File: src/core/umr_pkg.sv
// Package: register map, field positions, reset values and carrier types
package umr_pkg;
   // Register byte offsets on the APB side
   localparam logic [4:0] OFF_MODEM_STAT = 5'h00;   // Read-only modem status
   localparam logic [4:0] OFF_MODEM_CTRL = 5'h04;   // Modem control
   localparam logic [4:0] OFF_FIFO_CTRL  = 5'h08;   // FIFO control
   localparam logic [4:0] OFF_IRQ_STAT   = 5'h0c;   // Sticky event status, read-only
   localparam logic [4:0] OFF_IRQ_CLEAR  = 5'h10;   // Write one to clear status
   localparam logic [4:0] OFF_IRQ_EN     = 5'h14;   // Event enables
   localparam logic [4:0] OFF_RX_LEVEL   = 5'h18;   // Receive occupancy, read-only
   // Field positions
   localparam int MSR_RING_LEVEL = 6;               // Ring indication level
   localparam int MSR_RING_CHG   = 2;               // Ring trailing edge seen
   localparam int MCR_RTS        = 1;               // Request to send
   localparam int MCR_LOOP       = 4;               // Loopback
   localparam int MCR_AUTO_RTS   = 5;               // Automatic flow control
   localparam int FCR_FIFO_EN    = 0;               // FIFO mode
   localparam int FCR_DMA_MODE   = 3;               // Receive DMA mode select
   localparam int IRQ_MODEM      = 0;               // Modem status event
   localparam int IRQ_RX_REQ     = 1;               // Receive DMA request raised
   // Reset values
   localparam logic [7:0] RST_MCR = 8'h00;
   localparam logic [7:0] RST_FCR = 8'h00;
   localparam logic [1:0] RST_IRQ = 2'h0;
   // Receive clock is sixteen times the bit rate
   localparam int RX_OVERSAMPLE = 16;
   // Receive DMA request states, Gray along the path
   typedef enum logic [1:0] {
      UMR_DMA_IDLE  = 2'b00,
      UMR_DMA_ARMED = 2'b01
   } umr_dma_state_t;
   // Parallel host read port
   typedef struct packed {
      logic       chipSelectA;      // Active high select
      logic       chipSelectB;      // Active high select
      logic       chipSelectLow_n;  // Active low select
      logic       hostReadStrobe;   // Active high read
      logic       hostReadStrobe_n; // Active low read
      logic [2:0] regIndex;         // Word index of register
   } umr_host_t;
endpackage : umr_pkg

File: src/core/umr_top.sv
// Modem signals, host read port and receive DMA request logic
//
// Function
// - Selected read strobe drives addressed register out
// - Status bit 6 shows ring indication
// - Status bit 2 flags ring trailing edge
// - Enabled ring edge raises interrupt
// - Control bit sets request to send active
// - Send request inactive: reset, loopback, bit cleared
// - Auto flow control drops request above threshold in FIFO mode
// - FIFO control bit 3 selects DMA mode
// - Non-FIFO mode always uses DMA mode 0
// - Mode 0: request low while characters remain
// - Mode 1: low from trigger or timeout until empty
// - Receiver timed from sixteen-times receive clock
// - Selected only with all three selects active
`timescale 1ns/1ps
`default_nettype none
module umr_top
   import umr_pkg::*;
#(
   parameter int LEVEL_W = 6                    // Width of receive occupancy count
) (
   input  wire logic               clk,
   input  wire logic               rst_n,
   input  wire logic               psel,
   input  wire logic               penable,
   input  wire logic               pwrite,
   input  wire logic [4:0]         paddr,
   input  wire logic [31:0]        pwdata,
   output logic      [31:0]        prdata,
   output logic                    pready,
   output logic                    pslverr,
   input  wire umr_host_t          hostBus,
   output logic      [7:0]         hostData,
   output logic                    hostDataOe,
   input  wire logic               phoneCallIndication_n,
   input  wire logic               rxClock16,
   output logic                    rxBitTick,
   input  wire logic [LEVEL_W-1:0] rxLevel,
   input  wire logic               rxTriggerHit,
   input  wire logic               rxTimeout,
   output logic                    requestToSend_n,
   output logic                    receiveDmaRequest_n,
   output logic                    irq
);
   ////////////////////////////////////////////////////////////////////////////
   // Reset release through two flops
   logic rstMeta_q;                               // First stage, read only by second
   logic rstSync_q;                               // Design reset, active low
   always_ff @(posedge clk or negedge rst_n) begin
      if (!rst_n) begin
         rstMeta_q <= 1'b0;
         rstSync_q <= 1'b0;
      end else begin
         rstMeta_q <= 1'b1;
         rstSync_q <= rstMeta_q;
      end
   end

   ////////////////////////////////////////////////////////////////////////////
   // Registers
   logic [7:0]  mcr_q;                            // Modem control
   logic [7:0]  fcr_q;                            // FIFO control
   logic [1:0]  irqStat_q;                        // Sticky events
   logic [1:0]  irqEn_q;                          // Event enables
   logic        ringChg_q;                        // Ring edge flag
   logic        ringPrev_q;                       // Previous ring pin level
   logic        hostRdPrev_q;                     // Previous host read state
   logic [31:0] prdata_q;                         // Captured read data
   logic [7:0]  hostData_q;                       // Pin read data
   logic        rtsN_q;                           // Request to send pin
   logic        dmaReqN_q;                        // Receive request pin
   umr_dma_state_t dma_q;                         // Mode 1 request state
   umr_dma_state_t dma_d;

   ////////////////////////////////////////////////////////////////////////////
   // Bus decode
   // Read data is taken at setup, so side effects wait for the access edge
   wire apbSetup   = psel & ~penable;
   wire apbAccess  = psel & penable;
   wire [2:0] apbIdx = paddr[4:2];
   wire hitMsr    = (paddr == OFF_MODEM_STAT);
   wire hitMcr    = (paddr == OFF_MODEM_CTRL);
   wire hitFcr    = (paddr == OFF_FIFO_CTRL);
   wire hitIst    = (paddr == OFF_IRQ_STAT);
   wire hitIclr   = (paddr == OFF_IRQ_CLEAR);
   wire hitIen    = (paddr == OFF_IRQ_EN);
   wire hitLvl    = (paddr == OFF_RX_LEVEL);
   wire hitAny    = hitMsr | hitMcr | hitFcr | hitIst | hitIclr | hitIen | hitLvl;
   // Writes to read-only registers are refused as errors too
   wire wrLegal   = hitMcr | hitFcr | hitIclr | hitIen;
   wire apbErr    = ~hitAny | (pwrite & ~wrLegal);
   wire apbWrite  = apbAccess & pwrite & ~apbErr;
   wire wrMcr     = apbWrite & hitMcr;
   wire wrFcr     = apbWrite & hitFcr;
   wire wrIclr    = apbWrite & hitIclr;
   wire wrIen     = apbWrite & hitIen;

   // Zero wait states; read data captured in setup cycle
   assign pready  = apbAccess;
   assign pslverr = apbAccess & apbErr;
   assign prdata  = prdata_q;

   ////////////////////////////////////////////////////////////////////////////
   // Host pin read port
   wire hostSelected = hostBus.chipSelectA & hostBus.chipSelectB & ~hostBus.chipSelectLow_n;
   // Either strobe reads; the unused one is assumed parked inactive
   wire hostReading  = hostSelected & (hostBus.hostReadStrobe | ~hostBus.hostReadStrobe_n);
   wire hostRdStart  = hostReading & ~hostRdPrev_q;
   assign hostDataOe = hostReading;
   // Data follows the index every cycle, so it is valid one edge after the index settles
   assign hostData   = hostData_q;

   ////////////////////////////////////////////////////////////////////////////
   // Modem status
   wire ringLevel   = ~phoneCallIndication_n;
   // The edge is the pin returning high; the previous level resets high, so no false edge
   wire ringRise    = phoneCallIndication_n & ~ringPrev_q;
   wire msrReadApb  = apbAccess & ~pwrite & hitMsr;
   wire msrReadHost = hostRdStart & (hostBus.regIndex == OFF_MODEM_STAT[4:2]);
   // An APB read clears the flag only if its setup snapshot showed it, so an edge
   // landing between setup and access is still reported by the next read
   wire msrClear    = (msrReadApb & prdata_q[MSR_RING_CHG]) | msrReadHost;
   wire msrSetup    = apbSetup & (apbIdx == OFF_MODEM_STAT[4:2]);  // Status snapshot taken
   wire [7:0] msrVal = {1'b0, ringLevel, 3'h0, ringChg_q, 2'h0};

   // Register read mux shared by both ports
   function automatic logic [7:0] regRead(input logic [2:0] idx);
      logic [7:0] v;
      v = 8'h00;
      unique case (idx)
         OFF_MODEM_STAT[4:2]: v = msrVal;
         OFF_MODEM_CTRL[4:2]: v = mcr_q;
         OFF_FIFO_CTRL[4:2]:  v = fcr_q;
         OFF_IRQ_STAT[4:2]:   v = {6'h00, irqStat_q};
         OFF_IRQ_EN[4:2]:     v = {6'h00, irqEn_q};
         OFF_RX_LEVEL[4:2]:   v = 8'(rxLevel);
         default:             v = 8'h00;  // Clear register and holes read zero
      endcase
      return v;
   endfunction : regRead

   ////////////////////////////////////////////////////////////////////////////
   // Receive bit tick from the sixteen-times clock
   logic       rxClkPrev_q;                       // Previous receive clock level
   logic [3:0] rxDiv_q;                           // Oversample counter
   wire rxClkRise = rxClock16 & ~rxClkPrev_q;
   wire rxDivWrap = rxClkRise & (rxDiv_q == 4'(RX_OVERSAMPLE - 1));
   // The receive clock is sampled as data: it must stay well below half the system clock
   always_ff @(posedge clk or negedge rstSync_q) begin
      if (!rstSync_q) begin
         rxClkPrev_q <= 1'b0;
         rxDiv_q     <= 4'h0;
         rxBitTick   <= 1'b0;
      end else begin
         rxClkPrev_q <= rxClock16;
         rxBitTick   <= rxDivWrap;
         if (rxClkRise) begin
            rxDiv_q <= rxDiv_q + 4'h1;            // Wraps at sixteen
         end
      end
   end

   ////////////////////////////////////////////////////////////////////////////
   // Control and DMA request derivation
   wire fifoMode  = fcr_q[FCR_FIFO_EN];
   wire dmaMode1  = fifoMode & fcr_q[FCR_DMA_MODE];
   wire rxEmpty   = (rxLevel == '0);
   // Loopback keeps the pin parked; in FIFO mode auto flow drops it past the threshold
   wire rtsN_d    = mcr_q[MCR_LOOP] | ~mcr_q[MCR_RTS]
                  | (mcr_q[MCR_AUTO_RTS] & fifoMode & rxTriggerHit);
   wire dmaArm    = rxTriggerHit | rxTimeout;
   // The mode 1 state runs in mode 0 as well; only mode 1 lets it reach the pin

   // Mode 1 request: armed by trigger or timeout, released when empty
   always_comb begin
      dma_d = dma_q;
      unique case (dma_q)
         UMR_DMA_IDLE:  if (dmaArm & ~rxEmpty) dma_d = UMR_DMA_ARMED;
         UMR_DMA_ARMED: if (rxEmpty) dma_d = UMR_DMA_IDLE;
         default:       dma_d = UMR_DMA_IDLE;
      endcase
   end
   wire dmaReqN_d = dmaMode1 ? (dma_d != UMR_DMA_ARMED) : rxEmpty;
   wire reqRise   = ~dmaReqN_d & dmaReqN_q;

   ////////////////////////////////////////////////////////////////////////////
   // Control registers
   always_ff @(posedge clk or negedge rstSync_q) begin
      if (!rstSync_q) begin
         mcr_q   <= RST_MCR;
         fcr_q   <= RST_FCR;
         irqEn_q <= RST_IRQ;
      end else begin
         // Only the low byte is kept, only the low two bits for the enables; the upper bits read back as zero
         if (wrMcr) mcr_q   <= pwdata[7:0];
         if (wrFcr) fcr_q   <= pwdata[7:0];
         if (wrIen) irqEn_q <= pwdata[1:0];
      end
   end

   // Event flags; a new event wins over a clear in the same cycle
   always_ff @(posedge clk or negedge rstSync_q) begin
      if (!rstSync_q) begin
         ringPrev_q <= 1'b1;
         ringChg_q  <= 1'b0;
         irqStat_q  <= RST_IRQ;
      end else begin
         ringPrev_q <= phoneCallIndication_n;
         if (ringRise) begin
            ringChg_q <= 1'b1;
         end else if (msrClear) begin
            ringChg_q <= 1'b0;
         end
         // Status sets whatever the enables hold, so software may poll with interrupts off
         irqStat_q <= (irqStat_q & ~({2{wrIclr}} & pwdata[1:0])) | {reqRise, ringRise};
      end
   end

   // Pins and read data
   always_ff @(posedge clk or negedge rstSync_q) begin
      if (!rstSync_q) begin
         rtsN_q       <= 1'b1;
         dmaReqN_q    <= 1'b1;
         dma_q        <= UMR_DMA_IDLE;
         hostRdPrev_q <= 1'b0;
         hostData_q   <= 8'h00;
         prdata_q     <= 32'h0000_0000;
         irq          <= 1'b0;
      end else begin
         rtsN_q       <= rtsN_d;
         dmaReqN_q    <= dmaReqN_d;
         dma_q        <= dma_d;
         hostRdPrev_q <= hostReading;
         hostData_q   <= regRead(hostBus.regIndex);
         if (apbSetup) prdata_q <= {24'h00_0000, regRead(apbIdx)};
         irq          <= |(irqStat_q & irqEn_q);
      end
   end
   assign requestToSend_n     = rtsN_q;
   assign receiveDmaRequest_n = dmaReqN_q;

   // Nothing is checked while the synchronised reset holds the block
   // Plain software request: bit set, no loopback, no automatic flow control
   wire rtsWanted = mcr_q[MCR_RTS] & ~mcr_q[MCR_LOOP] & ~mcr_q[MCR_AUTO_RTS];
endmodule : umr_top
`default_nettype wire

File: config.mk
export PLATFORM = sky130hd
export DESIGN_NAME = umr_top
export DESIGN_NICKNAME = d
export VERILOG_FILES = /design/src/core/umr_pkg.sv /design/src/core/umr_top.sv
export SDC_FILE = /design/constraint.sdc
export NUM_CORES = 1
export LEC_CHECK = 0
export ABC_AREA = 1
export BUFFER_PORTS_ARGS = -buffer_cell sky130_fd_sc_hd__buf_4
export CAP_MARGIN = 20
export CORE_MARGIN = 8
export CORE_UTILIZATION = 41
export DETAILED_ROUTE_END_ITERATION = 8
export GPL_TIMING_DRIVEN = 1
export PLACE_DENSITY = 0.69
export RECOVER_POWER = 50
export SYNTH_ARGS = -nofsm -noshare
export SYNTH_HDL_FRONTEND = slang
export SYNTH_SLANG_ARGS = --single-unit
File: constraint.sdc
create_clock -name clk -period 1.95 [get_ports clk]
set_input_delay 0.2925 -clock clk [delete_from_list [all_inputs] [get_ports clk]]
set_output_delay 0.2925 -clock clk [all_outputs]
set_load 0.05 [all_outputs]
==> run metrics <==
status finished clean; most frequent cells in the layout 75 x nand2_1, 55 x buf_4, 49 x dfrtp_1; leakage power 1.66 nW; worst hold endpoint ringPrev_q; WL/cell 13.8 um; synth warn 0; I/O pin count 107; hold depth 1; Finished Layout Cells 451; Hold WS 0.103 ns; Max Used Layer met4; Via Count 2127; DR pass1 iterations 4; Fmax achieved 0.621 GHz; Max Cap Violations 0; met3 wire len 465 um; setup TNS 0 ns; M1 WL 2.79 mm; PwrDens 760 nW/um^2; total wire length 6.21 mm; commonest non-fill, non-tap cell in the layout nand2_1; Syn Std Cell Area 2690 sq um; total CTS buffers 5; Hold Path Class primary input to register; dpl hpwl 5.04 mm; die area 9410 sq um; Seq pwr share 49.5%; H-tree level count 2; worst endpoint data arrival time 1.32 ns; # DRC 0; Avg Cell Area, Syn 8.73 sq um; Cell Area, Placed 3140 sq um; Clock Sinks 52; Setup crit end kind primary output; sw frac 30.9%; ranking of synthesized cells by area dfrtp_1 46%, nand2_1 10%, buf_4 6.7%; GRT overflow 0; fin area 3250 sq um; Yosys cell types 38; sequential area share after synthesis 48.5%; Synth Instances 308; area leader, netlist dfrtp_1; FF-to-FF End ringPrev_q; CTS tree done; Least-Margin Pin Slew 1.00 ns; Layout area overhead 20.7%; Req. time, crit path 1.66 ns; RSZ-0062 raised after global routing no; CP max FO 6; Synth Register Bits 52; P_int 1.70 mW; pin count of the biggest net entering global routing 28; initial antenna violation count 0; Die Span X 97 um; Slew Viols, Final 0; min-delay src phoneCallIndication_n; Clock power frac 30.3%; DR WL met2 2.88 mm; Clock Path Buffers 2; Worst R2R Path Depth 1; Clock transition at path regs 0.10 ns; clock latency at the later pin of the worst-skew pair 0.31 ns; Worst Setup Slack, final 0.339 ns; first-pass GRT wire length 10.4 mm; dpl ws 0.272 ns; combinational share of power 20.1%; Starting Density 42.4%; Final period util 82.6%; critical path class primary input to primary output; r2r setup slk 0.79 ns; min Tclk post-route 1.61 ns; root buf cell clkbuf_8; Pwr Total 2.47 mW; vias per std cell 4.72; Net Sw Power 762 uW; Startpoint Class primary input; diodes inserted 0; site row count 29; GP Congestion 0.880; share of cells above drive strength 1 28.1%; Reg-to-Reg Start rstSync_q; Iter 0 DRT Violations 201; die height 97 um; fin nets 434; fin util 51.1%; port buffer count 58; vias in the first global route 2140; CORE AREA 6350 sq um; worst rel slew slack 33.1%; dpl cells 442; GRT Util Overall 13.3%; post-route ant nets 0; area share of the leading cell type in the synthesized netlist 45.6%; Setup Skew 0.00892 ns; Finish-stage setup viols 0; Final Hold Viols 0; Worst VDD drop 0.000511 V
## cells in the mapped netlist (all sizes together)
| cell type | number |
|---|---|
| a22o | 1 |
| ha | 1 |
| nor3 | 3 |
| a21oi | 5 |
| and2 | 1 |
| a221oi | 1 |
| nand3 | 17 |
| o211ai | 3 |
| o22ai | 2 |
| xnor2 | 1 |
| xor2 | 2 |
| dfstp | 3 |
| o221ai | 3 |
| nand2 | 81 |
| inv | 43 |
| a211oi | 1 |
| o21ai | 28 |
| clkbuf | 1 |
| dfrtp | 49 |
| or2 | 2 |
| conb | 2 |
| nand4 | 9 |
| mux2 | 1 |
| buf | 27 |
| nor2 | 19 |
| nor3b | 1 |
| nor4 | 1 |
## power by group through the flow
stage	registers, mW	clock network [mW]	logic (mW)
6_report	1.22	0.748	0.497
5_1_grt	1.24	0.811	0.541
4_1_cts	1.22	0.767	0.503
3_5_place_dp	1.25	0	0.501
3_3_place_gp	1.24	0	0.487
2_1_floorplan	1.30	0	0.314
## final cells by class
type | instances | area [sq um]
Tap cell | 77 | 96.3
Clock buffer | 5 | 68.8
Clock inverter | 3 | 46.3
Sequential cell | 52 | 1310
Inverter | 43 | 161
Multi-Input combinational cell | 209 | 1100
Timing Repair Buffer | 62 | 465
Fill cell | 627 | 3100
## registers in the layout, indices dropped and copies added, names as in the netlist
register / cells
dma_q: 2
fcr_q: 8
hostData: 8
hostRdPrev_q: 1
irq: 1
irqEn_q: 2
irqStat_q: 2
mcr_q: 8
prdata: 8
receiveDmaRequest_n: 1
requestToSend_n: 1
ringChg_q: 1
ringPrev_q: 1
rstMeta_q: 1
rstSync_q: 1
rxBitTick: 1
rxClkPrev_q: 1
rxDiv_q: 4
## worst max-delay path, stage by stage
cell and delay, ns:
buf_4 0.11, nor2_2 0.21, nand3_1 0.13, nand2_1 0.12, nor2_4 0.06, nor2_8 0.14, nor2_1 0.06, buf_4 0.19
## metal layers
| layer | GRT usage [%] | vias to the layer above |
|---|---|---|
| li1 | - | 1072 |
| met1 | 16.9 | 965 |
| met2 | 20.6 | 83 |
| met3 | 4.34 | 7 |
| met4 | 4.50 | 0 |
| met5 | 0 | - |
## how the worst max path moves through the flow
| stage | start | to | slack (ns) | cells past startpoint |
|---|---|---|---|---|
| after global placement | paddr[1] | fcr_q[5] | 0.29 | 9 |
| after floorplan | paddr[4] | pslverr | 0.13 | 7 |
| after CTS | paddr[1] | pslverr | 0.32 | 8 |
| final | paddr[1] | pslverr | 0.34 | 8 |
| after detailed placement | paddr[1] | fcr_q[4] | 0.27 | 9 |
| after global routing | paddr[1] | pslverr | 0.23 | 8 |
## cell families (layout without fill, tap and decap cells)
logic type / after synthesis / after routing / share of synthesized area (%)
and+or+nand+nor: 134 / 134 / 23.9
buffers and inverters: 71 / 113 / 13.9
DFF: 52 / 52 / 48.5
AOI/OAI and AO/OA: 44 / 44 / 11.6
xor gates and xnor gates: 3 / 3 / 0.977
other: 2 / 26 / 0.279
adders and majority gates: 1 / 1 / 0.465
muxes: 1 / 1 / 0.419
## timing repair
| item | CTS | global route |
|---|---|---|
| endpoints found under the hold margin | 2 | 0 |
| setup buffers | 0 | 0 |
| resized for setup | 0 | 0 |
| hold buffers | 1 | 0 |
(Power assumes the default switching activity.)
